<file path="src/design/fsb_pkg.sv">
// package of constants and types for the receive status and bit rate block
package fsb_pkg;
   // ----------------------------------------------------------------
   // register byte offsets
   // ----------------------------------------------------------------
   localparam logic [7:0] OFS_STATUS = 8'h00;
   localparam logic [7:0] OFS_DIVISOR = 8'h04;
   localparam logic [7:0] OFS_MODE = 8'h08;
   localparam logic [7:0] OFS_FIFO_CTRL = 8'h0c;
   localparam logic [7:0] OFS_RX_DATA = 8'h10;
   localparam logic [7:0] OFS_RX_COUNT = 8'h14;
   localparam logic [7:0] OFS_IRQ_STATUS = 8'h18;
   localparam logic [7:0] OFS_IRQ_MASK = 8'h1c;
   // ----------------------------------------------------------------
   // field positions
   // ----------------------------------------------------------------
   localparam int BIT_TIMEOUT = 0;
   localparam int BIT_FULL = 1;
   localparam int BIT_PERR = 2;
   localparam int BIT_FERR = 3;
   localparam int FERR_CNT_LSB = 8;
   localparam int PERR_CNT_LSB = 12;
   localparam int PRESCALE_LSB = 0;
   localparam int TRIG_LSB = 6;
   // irq status / mask layout
   localparam int IRQ_FULL = 0;
   localparam int IRQ_TIMEOUT = 1;
   localparam int IRQ_ERROR = 2;
   localparam int IRQ_OVERRUN = 3;
   localparam int IRQ_W = 4;
   // ----------------------------------------------------------------
   // reset values and timing
   // ----------------------------------------------------------------
   localparam logic [7:0] DIVISOR_RESET = 8'hff;
   localparam logic [1:0] MODE_RESET = 2'h0;
   localparam logic [1:0] TRIG_RESET = 2'h0;
   // a bit lasts 64 * 2^(2n-1) = 32 * 4^n prescaled divisor periods
   localparam int SUBTICKS_PER_BIT = 32;
   localparam int TIMEOUT_ETU = 15;
   localparam logic [4:0] TRIG_CODE0 = 5'h01;
   localparam logic [4:0] TRIG_CODE1 = 5'h04;
   localparam logic [4:0] TRIG_CODE2 = 5'h08;
   localparam logic [4:0] TRIG_CODE3 = 5'h0e;
   localparam logic [6:0] PRESCALE_CODE0 = 7'h01;
   localparam logic [6:0] PRESCALE_CODE1 = 7'h04;
   localparam logic [6:0] PRESCALE_CODE2 = 7'h10;
   localparam logic [6:0] PRESCALE_CODE3 = 7'h40;
   // ----------------------------------------------------------------
   // types
   // ----------------------------------------------------------------
   typedef struct packed {
      logic rx_framing_error_flag;
      logic rx_parity_error_flag;
      logic [7:0] data;
   } fsb_rx_entry_t;
endpackage

</file>
<file path="src/design/fsb_rx_status.sv">
// receive fifo, receive status flags, error counts and bit rate generator
`timescale 1ns/1ps
module fsb_rx_status #(
   parameter int DEPTH = 16,
   parameter int AW = 8
) (
   input wire logic clk,
   input wire logic srst,
   input wire logic standby,
   input wire logic psel,
   input wire logic penable,
   input wire logic pwrite,
   input wire logic [AW-1:0] paddr,
   input wire logic [31:0] pwdata,
   input wire logic [3:0] pstrb,
   output logic [31:0] prdata,
   output logic pready,
   output logic pslverr,
   input wire logic rx_push,
   input wire fsb_pkg::fsb_rx_entry_t rx_char,
   output logic baud_tick,
   output logic irq
);
   localparam int CW = $clog2(DEPTH + 1);
   localparam int PW = $clog2(DEPTH);

   // ----------------------------------------------------------------
   // decode helpers
   // ----------------------------------------------------------------
   function automatic logic [4:0] trig_level(input logic [1:0] sel);
      case (sel)
         2'h0: trig_level = fsb_pkg::TRIG_CODE0;
         2'h1: trig_level = fsb_pkg::TRIG_CODE1;
         2'h2: trig_level = fsb_pkg::TRIG_CODE2;
         default: trig_level = fsb_pkg::TRIG_CODE3;
      endcase
   endfunction

   function automatic logic [6:0] prescale_div(input logic [1:0] sel);
      case (sel)
         2'h0: prescale_div = fsb_pkg::PRESCALE_CODE0;
         2'h1: prescale_div = fsb_pkg::PRESCALE_CODE1;
         2'h2: prescale_div = fsb_pkg::PRESCALE_CODE2;
         default: prescale_div = fsb_pkg::PRESCALE_CODE3;
      endcase
   endfunction

   function automatic logic [3:0] sat4(input logic [CW-1:0] v);
      sat4 = (v > CW'(15)) ? 4'hf : v[3:0];
   endfunction

   // ----------------------------------------------------------------
   // declarations
   // ----------------------------------------------------------------
   logic clr_all;
   logic [7:0] divisor_q;
   logic [1:0] mode_q;
   logic [1:0] trig_q;
   localparam int IRQ_W_M1 = fsb_pkg::IRQ_W - 1;
   logic [IRQ_W_M1:0] irq_stat_q;
   logic [IRQ_W_M1:0] irq_mask_q;
   fsb_pkg::fsb_rx_entry_t mem_q [DEPTH];
   logic [PW-1:0] wr_ptr_q;
   logic [PW-1:0] rd_ptr_q;
   logic [CW-1:0] count_q;
   logic [CW-1:0] perr_cnt_q;
   logic [CW-1:0] ferr_cnt_q;
   logic ferr_q;
   logic perr_q;
   logic full_q;
   logic timeout_q;
   logic full_seen_q;
   logic timeout_seen_q;
   logic [6:0] pre_cnt_q;
   logic [7:0] div_cnt_q;
   logic [4:0] sub_cnt_q;
   logic [3:0] etu_cnt_q;
   logic idle_armed_q;
   logic [31:0] prdata_q;
   logic pready_q;
   logic pslverr_q;
   logic irq_q;
   logic baud_tick_q;
   logic setup;
   logic done;
   logic wr_done;
   logic rd_done;
   logic mapped;
   logic do_push;
   logic do_pop;
   logic overrun;
   logic pre_end;
   logic div_end;
   logic full_set;
   logic full_low;
   logic timeout_set;
   logic [4:0] trig;
   fsb_pkg::fsb_rx_entry_t head;
   logic [15:0] status_word;

   assign clr_all = srst | standby;
   assign setup = psel & ~penable;
   assign done = psel & penable & pready_q;
   assign wr_done = done & pwrite & ~pslverr_q;
   assign rd_done = done & ~pwrite & ~pslverr_q;
   assign trig = trig_level(trig_q);
   assign head = mem_q[rd_ptr_q];
   assign do_push = rx_push & (count_q != CW'(DEPTH));
   assign overrun = rx_push & (count_q == CW'(DEPTH));
   // popping an empty fifo returns whatever the head slot holds
   assign do_pop = rd_done & (paddr == fsb_pkg::OFS_RX_DATA) & (count_q != '0);
   assign mapped = (paddr == fsb_pkg::OFS_STATUS) | (paddr == fsb_pkg::OFS_DIVISOR) |
                   (paddr == fsb_pkg::OFS_MODE) | (paddr == fsb_pkg::OFS_FIFO_CTRL) |
                   (paddr == fsb_pkg::OFS_RX_DATA) | (paddr == fsb_pkg::OFS_RX_COUNT) |
                   (paddr == fsb_pkg::OFS_IRQ_STATUS) | (paddr == fsb_pkg::OFS_IRQ_MASK);

   assign status_word = {sat4(perr_cnt_q), sat4(ferr_cnt_q), 4'h0,
                         ferr_q, perr_q, full_q, timeout_q};

   // ----------------------------------------------------------------
   // apb slave: one wait-free access phase, data prepared in setup
   // ----------------------------------------------------------------
   always_ff @(posedge clk) begin
      if (srst) begin
         pready_q <= 1'b0;
         pslverr_q <= 1'b0;
         prdata_q <= 32'h0;
      end else begin
         pready_q <= setup;
         if (setup) begin
            pslverr_q <= ~mapped;
            prdata_q <= 32'h0;
            if (!pwrite) begin
               case (paddr)
                  fsb_pkg::OFS_STATUS: prdata_q <= {16'h0, status_word};
                  fsb_pkg::OFS_DIVISOR: prdata_q <= {24'h0, divisor_q};
                  fsb_pkg::OFS_MODE: prdata_q <= {30'h0, mode_q};
                  fsb_pkg::OFS_FIFO_CTRL: prdata_q <= {24'h0, trig_q, 6'h0};
                  fsb_pkg::OFS_RX_DATA: prdata_q <= {24'h0, head.data};
                  fsb_pkg::OFS_RX_COUNT: prdata_q <= {{(32-CW){1'b0}}, count_q};
                  fsb_pkg::OFS_IRQ_STATUS: prdata_q <= {{(32-fsb_pkg::IRQ_W){1'b0}}, irq_stat_q};
                  fsb_pkg::OFS_IRQ_MASK: prdata_q <= {{(32-fsb_pkg::IRQ_W){1'b0}}, irq_mask_q};
                  default: prdata_q <= 32'h0;
               endcase
            end
         end else if (done) begin
            pslverr_q <= 1'b0;
         end
      end
   end

   // ----------------------------------------------------------------
   // configuration registers
   // ----------------------------------------------------------------
   always_ff @(posedge clk) begin
      if (clr_all) begin
         divisor_q <= fsb_pkg::DIVISOR_RESET;
         mode_q <= fsb_pkg::MODE_RESET;
         trig_q <= fsb_pkg::TRIG_RESET;
         irq_mask_q <= '0;
      end else if (wr_done && pstrb[0]) begin
         case (paddr)
            fsb_pkg::OFS_DIVISOR: divisor_q <= pwdata[7:0];
            fsb_pkg::OFS_MODE: mode_q <= pwdata[fsb_pkg::PRESCALE_LSB +: 2];
            fsb_pkg::OFS_FIFO_CTRL: trig_q <= pwdata[fsb_pkg::TRIG_LSB +: 2];
            fsb_pkg::OFS_IRQ_MASK: irq_mask_q <= pwdata[IRQ_W_M1:0];
            default: divisor_q <= divisor_q;
         endcase
      end
   end

   // ----------------------------------------------------------------
   // receive fifo and per-fifo error counts
   // ----------------------------------------------------------------
   always_ff @(posedge clk) begin
      if (do_push) begin
         mem_q[wr_ptr_q] <= rx_char;
      end
   end

   always_ff @(posedge clk) begin
      if (clr_all) begin
         wr_ptr_q <= '0;
         rd_ptr_q <= '0;
         count_q <= '0;
      end else begin
         if (do_push) begin
            wr_ptr_q <= wr_ptr_q + PW'(1);
         end
         if (do_pop) begin
            rd_ptr_q <= rd_ptr_q + PW'(1);
         end
         count_q <= count_q + CW'(do_push) - CW'(do_pop);
      end
   end

   // counts track stored entries; the field shows at most 15
   always_ff @(posedge clk) begin
      if (clr_all) begin
         perr_cnt_q <= '0;
         ferr_cnt_q <= '0;
      end else begin
         perr_cnt_q <= perr_cnt_q + CW'(do_push & rx_char.rx_parity_error_flag) - CW'(do_pop & head.rx_parity_error_flag);
         ferr_cnt_q <= ferr_cnt_q + CW'(do_push & rx_char.rx_framing_error_flag) - CW'(do_pop & head.rx_framing_error_flag);
      end
   end

   // error bits mirror the head entry and are never written
   always_ff @(posedge clk) begin
      if (clr_all) begin
         ferr_q <= 1'b0;
         perr_q <= 1'b0;
      end else begin
         ferr_q <= (count_q != '0) & head.rx_framing_error_flag;
         perr_q <= (count_q != '0) & head.rx_parity_error_flag;
      end
   end

   // ----------------------------------------------------------------
   // bit rate generator
   // ----------------------------------------------------------------
   assign pre_end = (pre_cnt_q == prescale_div(mode_q) - 7'h1) ||
                    (pre_cnt_q >= prescale_div(mode_q));
   assign div_end = pre_end & (div_cnt_q == 8'h0);

   always_ff @(posedge clk) begin
      if (clr_all) begin
         pre_cnt_q <= '0;
         div_cnt_q <= fsb_pkg::DIVISOR_RESET;
         sub_cnt_q <= '0;
         baud_tick_q <= 1'b0;
      end else begin
         baud_tick_q <= 1'b0;
         pre_cnt_q <= pre_end ? 7'h0 : pre_cnt_q + 7'h1;
         if (pre_end) begin
            // reload only at period end, so a divisor write never cuts a period short
            div_cnt_q <= (div_cnt_q == 8'h0) ? divisor_q : div_cnt_q - 8'h1;
         end
         if (div_end) begin
            if (sub_cnt_q == 5'(fsb_pkg::SUBTICKS_PER_BIT - 1)) begin
               sub_cnt_q <= '0;
               baud_tick_q <= 1'b1;
            end else begin
               sub_cnt_q <= sub_cnt_q + 5'h1;
            end
         end
      end
   end

   // ----------------------------------------------------------------
   // idle timeout, counted in bit periods since the last stop bit
   // ----------------------------------------------------------------
   assign timeout_set = idle_armed_q & baud_tick_q & ~rx_push &
                        (etu_cnt_q == 4'(fsb_pkg::TIMEOUT_ETU - 1)) &
                        (count_q != '0) & (32'(count_q) < 32'(trig));

   always_ff @(posedge clk) begin
      if (clr_all) begin
         etu_cnt_q <= '0;
         idle_armed_q <= 1'b0;
      end else if (rx_push) begin
         etu_cnt_q <= '0;
         idle_armed_q <= 1'b1;
      end else if (baud_tick_q && idle_armed_q) begin
         etu_cnt_q <= etu_cnt_q + 4'h1;
         if (etu_cnt_q == 4'(fsb_pkg::TIMEOUT_ETU - 1)) begin
            idle_armed_q <= 1'b0;
         end
      end
   end

   // ----------------------------------------------------------------
   // clearable status flags
   // ----------------------------------------------------------------
   assign full_set = (32'(count_q) > 32'(trig));
   // draining down to the trigger is not enough: the fifo must sit below it
   assign full_low = (32'(count_q) < 32'(trig));

   always_ff @(posedge clk) begin
      if (clr_all) begin
         full_q <= 1'b0;
         timeout_q <= 1'b0;
         full_seen_q <= 1'b0;
         timeout_seen_q <= 1'b0;
      end else begin
         if (rd_done && paddr == fsb_pkg::OFS_STATUS) begin
            full_seen_q <= full_q;
            timeout_seen_q <= timeout_q;
         end
         // set wins over a clear in the same cycle
         if (full_set) begin
            full_q <= 1'b1;
         end else if (wr_done && pstrb[0] && paddr == fsb_pkg::OFS_STATUS &&
                      !pwdata[fsb_pkg::BIT_FULL] && full_seen_q && full_low) begin
            full_q <= 1'b0;
            full_seen_q <= 1'b0;
         end
         if (timeout_set) begin
            timeout_q <= 1'b1;
         end else if (wr_done && pstrb[0] && paddr == fsb_pkg::OFS_STATUS &&
                      !pwdata[fsb_pkg::BIT_TIMEOUT] && timeout_seen_q) begin
            timeout_q <= 1'b0;
            timeout_seen_q <= 1'b0;
         end
      end
   end

   // ----------------------------------------------------------------
   // interrupt status, write one to clear, and masked output
   // ----------------------------------------------------------------
   logic [IRQ_W_M1:0] irq_evt;
   always_comb begin
      irq_evt = '0;
      irq_evt[fsb_pkg::IRQ_FULL] = full_set & ~full_q;
      irq_evt[fsb_pkg::IRQ_TIMEOUT] = timeout_set;
      irq_evt[fsb_pkg::IRQ_ERROR] = do_push & (rx_char.rx_framing_error_flag | rx_char.rx_parity_error_flag);
      irq_evt[fsb_pkg::IRQ_OVERRUN] = overrun;
   end

   always_ff @(posedge clk) begin
      if (clr_all) begin
         irq_stat_q <= '0;
         irq_q <= 1'b0;
      end else begin
         if (wr_done && pstrb[0] && paddr == fsb_pkg::OFS_IRQ_STATUS) begin
            irq_stat_q <= (irq_stat_q & ~pwdata[IRQ_W_M1:0]) | irq_evt;
         end else begin
            irq_stat_q <= irq_stat_q | irq_evt;
         end
         irq_q <= |(irq_stat_q & irq_mask_q);
      end
   end

   assign prdata = prdata_q;
   assign pready = pready_q;
   assign pslverr = pslverr_q;
   assign baud_tick = baud_tick_q;
   assign irq = irq_q;
endmodule

</file>
<file path="config.mk">
export PLATFORM = sky130hd
export DESIGN_NAME = fsb_rx_status
export DESIGN_NICKNAME = d
export VERILOG_FILES = /design/src/design/fsb_pkg.sv /design/src/design/fsb_rx_status.sv
export SDC_FILE = /design/constraint.sdc
export NUM_CORES = 1
export LEC_CHECK = 0
export BUFFER_PORTS_ARGS = -buffer_cell sky130_fd_sc_hd__buf_2
export CAP_MARGIN = 25
export CORE_MARGIN = 4
export CORE_UTILIZATION = 40
export DETAILED_ROUTE_END_ITERATION = 7
export PLACE_DENSITY = 0.57
export SLEW_MARGIN = 20
export SYNTH_ARGS = -nofsm -noshare
export SYNTH_HDL_FRONTEND = slang
export SYNTH_SLANG_ARGS = --single-unit
</file>
<file path="constraint.sdc">
create_clock -name clk -period 3.8 [get_ports clk]
set_input_delay 0.38 -clock clk [delete_from_list [all_inputs] [get_ports clk]]
set_output_delay 0.38 -clock clk [all_outputs]
set_load 0.01 [all_outputs]
</file>
Yosys cells after proc, flatten, opt, wreduce, memory -nomap -nowiden
Memories as Yosys holds them, arrays and structs flattened. A register that Yosys moved wholly into a read port is not among the register bits.
Cells that the tools add are included.
{"block": "totals", "output_inout_bits": 36, "n_memories": 1, "ram_bits": 160, "elab_cells": 168, "ff_bits": 110}
{"name": "mem_q", "words": 16, "word_bits": 10, "read_ports": 1, "rd_ports_with_merged_regs": 1, "write_ports": 1, "line": "fsb_rx_status.sv:62", "source": "fsb_pkg::fsb_rx_entry_t mem_q [DEPTH];"}
{"block": "op_classes", "reduce_logical": 32, "n_eq_ne": 16, "n_mux": 29, "bitwise": 46, "add_sub_neg": 13, "magnitude_cmp": 5}
{"op": "$pmux 16 s8", "n": 1}
{"op": "$eq 8x5->1 const B", "n": 4}
{"op": "$and 1x1->1", "n": 25}
{"op": "$pmux 7 s3", "n": 1}
{"op": "$mux 4", "n": 5}
{"op": "$mux 1", "n": 18}
{"op": "$eq 8x4->1 const B", "n": 2}
{"op": "$logic_not 8->1", "n": 2}
{"op": "$mux 16", "n": 1}
{"op": "$add 5x1->5", "n": 3}
{"op": "$sub 5x1->5", "n": 3}
{"op": "$add 4x1->4 const B", "n": 3}
{"op": "$pmux 4 s3", "n": 1}
{"op": "$eq 5x5->1 const B", "n": 2}
{"op": "$gt 5x4->1 const B", "n": 2}
{"op": "$logic_and 1x1->1", "n": 10}
{"op": "$reduce_and 2->1", "n": 5}
{"op": "$reduce_bool 2->1", "n": 5}
{"op": "$or 1x1->1", "n": 9}
{"op": "$and 4x4->4", "n": 2}
{"op": "$eq 8x3->1 const B", "n": 1}
{"op": "$mux 8", "n": 1}
{"op": "$or 4x4->4", "n": 2}
{"op": "$sub 8x1->8 const B", "n": 1}
{"op": "other kinds (20)", "n": 32}

Longest topological paths before layout
Gate-level depths: netlist of run 1.
{"block": "depth", "word_depth": 11, "ltp_mapped": 16, "mapped_depth_nobuf": 16}

Worst setup path after synthesis of run 1
OpenSTA, ideal clock, no wires.
{"block": "synth_path", "path_kind": "flip-flop to flip-flop", "start": "register with a tool-made name", "end": "register perr_cnt_q[4]", "stages_incl_launch_ff": 14, "required_ns": 3.672, "arrival_ns": 3.243, "setup_ns": 0.128, "path_slack_ns": 0.429, "cell_sequence": "dfxtp_1 buf_2 buf_2 mux4_2 mux4_2 and2_1 ha_1 inv_1 ha_1 fa_1 a21o_1 a21oi_1 xor2_1 nor2_1"}
{"item": "end signal, assigned", "line": "fsb_rx_status.sv:203", "source": "perr_cnt_q <= perr_cnt_q + CW'(do_push & rx_char.rx_parity_error_flag) - CW'(do_pop & head.rx_parity_error_fla ..."}
{"item": "end, declared", "line": "fsb_rx_status.sv:66", "source": "logic [CW-1:0] perr_cnt_q;"}

==> metrics, run 1 <==
largest net degree at the start of global routing=36; Flop pwr share=0.495; largest family of logic cells by synthesized area=multiplexers; Setup WS post-layout=0.420 ns; chip height=176 um; standard-cell rows=61; Max-slew headroom=0.451; grt ovf=0; Total GRT Usage=0.163; Post CTS Setup Buffer Count=0; HPWL after detailed placement=17000 um; sw frac=0.205; P_sw=1250 uW; mux contribution to synthesized area=0.111; H-Tree Depth=1; #FFs+latches synth=258; status=finished clean; hold path depth=3; flop2flop setup slack=0.42 ns; fin. max-slew vios=0; Setup Crit Path Kind=reg -> reg; vias per std cell=5.18; IO Pins=97; Final Setup Violations=0; Die X-Extent=between 150 and 200 um; synthesized area=about 11000 sq um; met2 WL post-DR=11500 um; clk sinks=258; Synth Area in Simple Gates=0.107; Warnings, synthesis=0; crit path launch type=register; first-pass GRT wire length=39900 um; Pint=approximately 4800 uW; post-route ant nets=0; Post-Synth Adder-Cell Area=0.0527; maximum VDD drop=about 350 uV; CTS Buffer Depth=3; DRC Markers=0; Syn Inst Count=875; Initial Utilization=0.406; Final TNS setup=0 ns; min-delay worst type=in -> reg; Synth Area in Compound Gates=0.0775; clock skew=0.0153 ns; number of flops mapped to enable cells by yosys=160; Synth Area per Inst=12.9 sq um; distinct cell type count after synthesis=62; combinational power share=0.031; clk root buf=clkbuf_16; CP Max Fanout=11; max-cap viol count=0; Final Cell Area=13100 sq um; nets@finish=between 1000 and 1500; drt total wl=25000 um; die area=roughly 31000 sq um; Critical R2R Capture=perr_cnt_q[4]$_SDFF_PP0_; dpl cell area=12100 sq um; max frequency=0.296 GHz; commonest non-fill, non-tap cell in the layout=edfxtp_1; worst-skew pair later-pin latency=0.54 ns; hold endpoint=divisor_q[4]$_SDFFE_PP1P_; cts repair resizes=0; DRT Pass-1 Iters=4; unrepaired setup endpoints after global routing=false; Post-Place Worst Slack=0.231 ns; Pwr Total=6070 uW; Wirelength per Cell=about 18 um; worst hold start=pwdata[4]; core box area=27900 sq um; Final Hold Viols=0; number of global-route vias before repair=roughly 7000; crit path DAT=around 3.8 ns; layout cells sized above 1=0.200; Top Layer Used=met4; CTS tree=yes; reg2reg path depth=11; hold buffers post-CTS=0; XOR/XNOR share of the synthesized area=0.0186; clock share of power=0.474; Area Overhead vs Synth=15.7%; post-synthesis sequential area ratio=0.599; final core utilization=0.469; Worst Tran Pin Value=0.817 ns; initial antenna violation count=0; via count=~7000; CP required=4.19 ns; power density over cell area=between 400 and 500 nW/um^2; FFs w/ async S/R, synth=0; Clock transition at path regs=0.06 ns; top_reg_cell synth=edfxtp_1; crit path time final=3.38 ns; number of DRC markers in iteration 0=541; Final Cycle Share=0.889; Port Buf Inserts=53; Num CTS Buffers=28; endpoint type of the worst setup path=register; WL met3=1160 um; Leakage=0.00450 uW; most frequent cells in the layout=edfxtp_1, dfxtp_1, nand2_1; # diodes=0; WL met1=11900 um; GP Congestion=0.832
## routing by layer
| layer | up-vias | track usage |
|---|---|---|
| met2 | 159 | 0.262 |
| met3 | 30 | 0.0236 |
| met1 | 3442 | 0.239 |
| li1 | 3393 | - |
| met4 | 0 | 0.0305 |
| met5 | - | 0 |
## synthesized netlist by cell type (all sizes together), types with 5 or more instances
master,instances,share of area
nand4,6,0.0033
clkbuf,24,0.0080
nand2b,10,0.0055
mux2i,22,0.019
mux2,8,0.0080
edfxtp,160,0.43
nor3,17,0.0075
a21oi,45,0.020
a22oi,12,0.0080
a31oi,5,0.0028
dfxtp,98,0.17
xnor2,10,0.0077
a221oi,7,0.0054
o21ai,28,0.013
mux4,42,0.084
xor2,14,0.011
a21o,5,0.0033
nand3,17,0.0075
and3,5,0.0028
buf,26,0.015
ha,42,0.047
nand2,81,0.027
nor2,75,0.025
or4,5,0.0037
a211oi,6,0.0040
and2,11,0.0061
inv,34,0.011
## cell type report
cell class | instances | area, sq um
clock inverter | 19 | 234
tap | 378 | 473
fill | 2520 | 14800
sequential | 258 | 6770
clock buffer | 33 | 759
inverter | 34 | 128
timing repair buffer | 85 | 505
multi-input combinational | 548 | 4210
## critical path, cell delays in order (launching register included)
cell and delay [ns]:
dfxtp_2 0.55, mux4_2 0.56, mux4_2 0.50, and2_1 0.18, ha_1 0.27, inv_1 0.04
ha_1 0.19, fa_1 0.40, a21o_1 0.18, a21oi_1 0.16, xor2_1 0.16, nor2_1 0.05
## worst max-delay path by stage
stage	start	endpoint	slack, ns	depth (start not counted)
floorplan	register	perr_cnt_q[4]$_SDFF_PP0_	0.43	13
finish	register	perr_cnt_q[4]$_SDFF_PP0_	0.42	11
global placement	paddr[1]	count_q[4]$_SDFF_PP0_	0.26	12
CTS	register	perr_cnt_q[4]$_SDFF_PP0_	0.38	11
detailed placement	paddr[1]	count_q[4]$_SDFF_PP0_	0.23	12
global route	register	perr_cnt_q[4]$_SDFF_PP0_	0.18	11
## per-stage QoR
step           instances  hold slack (ns)
2_1_floorplan        890            0.426
3_3_place_gp        1303            0.440
3_5_place_dp        1303            0.444
4_1_cts             1355           0.0388
5_1_grt             1355           0.0607
6_report            1355           0.0622
## kinds of logic after synthesis
logic type      Yosys count
flops                   258
simple gates            253
compound gates          137
buf+inv                  84
mux                      72
fa+ha+maj                46
xor+xnor                 24
other cells               1
## flip-flops by register name (all words and copies together), names as in the netlist, 2 cells and up, named ones only
| signal | flops |
|---|---|
| prdata | 16 |
| perr_cnt_q | 5 |
| divisor_q | 8 |
| sub_cnt_q | 5 |
| irq_stat_q | 4 |
| etu_cnt_q | 4 |
| wr_ptr_q | 4 |
| count_q | 5 |
| rd_ptr_q | 4 |
| ferr_cnt_q | 5 |
| mode_q | 2 |
| trig_q | 2 |
| pre_cnt_q | 7 |
| mem_q | 160 |
| irq_mask_q | 4 |
| div_cnt_q | 8 |
## power groups by stage
stage	logic, uW	registers (uW)	clock network, uW
finish	185	3010	2880
global route	207	3010	3060
CTS	186	3010	2940
detailed placement	185	3070	0
global placement	184	3070	0
floorplan	112	3060	0
Note: power is estimated with default switching activity, not from simulation.
==> run 2, diff against run 1 <==
--- a/config.mk
+++ b/config.mk
@@ -11,6 +11,7 @@
 export CORE_UTILIZATION = 40
 export DETAILED_ROUTE_END_ITERATION = 7
 export PLACE_DENSITY = 0.57
+export RECOVER_POWER = 25
 export SLEW_MARGIN = 20
 export SYNTH_ARGS = -nofsm -noshare
 export SYNTH_HDL_FRONTEND = slang
==> metrics, run 2 (same netlist as run 1, synthesis figures left out) <==
maximum VDD drop=352 uV (+0.11%); DRC Markers=0 (unchanged); fin. max-slew vios=0 (unchanged); final core utilization=0.469 (about the same); Final TNS setup=0 ns (unchanged); power density over cell area=464 nW/um^2 (about the same); layout cells sized above 1=0.191 (-0.00819); number of global-route vias before repair=7007 (unchanged); Area Overhead vs Synth=15.6% (about the same); clk sinks=258 (unchanged); via count=7030 (+0.085%); Final Cell Area=13100 sq um (about the same); largest net degree at the start of global routing=36 (unchanged); Total GRT Usage=0.163 (unchanged); Worst Tran Pin Value=0.817 ns (unchanged); Clock transition at path regs=0.06 ns (about the same); nets@finish=1061 (unchanged); CTS tree=yes; clock skew=0.0150 ns (-0.000307 ns); worst-skew pair later-pin latency=0.54 ns (about the same); endpoint type of the worst setup path=register; hold path depth=3 (unchanged); reg2reg path depth=11 (unchanged); Port Buf Inserts=53 (unchanged); Wirelength per Cell=18.5 um (about the same); max frequency=0.296 GHz (about the same); DRT Pass-1 Iters=4 (unchanged); commonest non-fill, non-tap cell in the layout=edfxtp_1; Post-Place Worst Slack=0.231 ns (unchanged); die area=31000 sq um (unchanged); Setup WS post-layout=0.420 ns (-0.0000120 ns); initial antenna violation count=0 (unchanged); first-pass GRT wire length=39900 um (unchanged); Die X-Extent=176 um (unchanged); largest register by flop count=mem_q; Final Hold Viols=0 (unchanged); dpl cell area=12100 sq um (unchanged); cells along the critical path=mux4_2 -> mux4_2 -> and2_1 -> ha_1 -> inv_1 -> ha_1 -> fa_1 -> a21o_1 -> a21oi_1 -> xor2_1 -> nor2_1; Max-slew headroom=0.451 (unchanged); crit path time final=3.38 ns (+0.0000120 ns); standard-cell rows=61 (unchanged); Num CTS Buffers=28 (unchanged); CTS Buffer Depth=3 (unchanged); Initial Utilization=0.406 (unchanged); crit path DAT=3.77 ns (about the same); Leakage=0.00448 uW (-0.49%); grt ovf=0 (unchanged); cts repair resizes=0 (unchanged); crit-path max cell delay=0.56 ns (about the same); hold buffers post-CTS=0 (unchanged); HPWL after detailed placement=17000 um (unchanged); drt total wl=25000 um (about the same); Final Cycle Share=0.889 (about the same); Post CTS Setup Buffer Count=0 (unchanged); max-cap viol count=0 (unchanged); status=finished clean; number of DRC markers in iteration 0=542 (+0.18%); max reg flops=160 (unchanged); Pwr Total=6070 uW (about the same); IO Pins=97 (unchanged); most frequent cells in the layout=edfxtp_1, dfxtp_1, nand2_1; core box area=27900 sq um (unchanged); post-route ant nets=0 (unchanged); vias per std cell=5.19 (about the same); min-delay worst type=in -> reg; Final Setup Violations=0 (unchanged); GP Congestion=0.832 (unchanged); chip height=176 um (unchanged); Setup Crit Path Kind=reg -> reg; H-Tree Depth=1 (unchanged); clk root buf=clkbuf_16; crit path launch type=register; CP required=4.19 ns (about the same); CP max-delay cell=mux4_2; CP Max Fanout=11 (unchanged); unrepaired setup endpoints after global routing=false; # diodes=0 (unchanged)
-- run 2: changes by cell type in the layout (fill, tap and decap cells not counted) --
cell      change
buf_2         -8
clkbuf_1      +8
-- run 2: cell type report --
cell class                      instances  area (sq um)
Tap cell                              378           473
Sequential cell                       258          6770
Timing Repair Buffer                   85           495
Clock inverter                         19           234
Fill cell                            2521         14800
Clock buffer                           33           759
Inverter                               34           128
Multi-Input combinational cell        548          4210
-- run 2: critical path: cells and delay by family, from the launching register on --
family,cells,cell delay [ns]
compound gates,2,0.34
xor+xnor,1,0.16
fa+ha+maj,3,0.86
buf+inv,1,0.04
flops,1,0.55
mux,2,1.06
simple gates,2,0.23
-- run 2: worst paths after layout --
check,from,to,slack (ns)
max reg2reg,register,perr_cnt_q[4]$_SDFF_PP0_,0.42
max,register,perr_cnt_q[4]$_SDFF_PP0_,0.42
min reg2reg,prdata[13]$_SDFFE_PP0P_,prdata[13]$_SDFFE_PP0P_,0.45
min,pwdata[4],divisor_q[4]$_SDFFE_PP1P_,0.06
-- run 2: through the flow --
step	instances	hold WS, ns
2_1_floorplan	890	0.426
3_3_place_gp	1303	0.440
3_5_place_dp	1303	0.444
4_1_cts	1355	0.0388
5_1_grt	1355	0.0607
6_report	1355	0.0622
-- run 2: layer usage --
metal | track usage | wire [um]
met5 | 0 | 0
met4 | 0.0305 | 387
met3 | 0.0236 | 1120
met2 | 0.262 | 11600
met1 | 0.239 | 11900
-- run 2: where the power goes --
group	internal [uW]	switching (uW)	total (uW)
clock	1770	1110	2880
combinational	61.4	122	184
sequential	2990	13.2	3010
total	4820	1250	6070
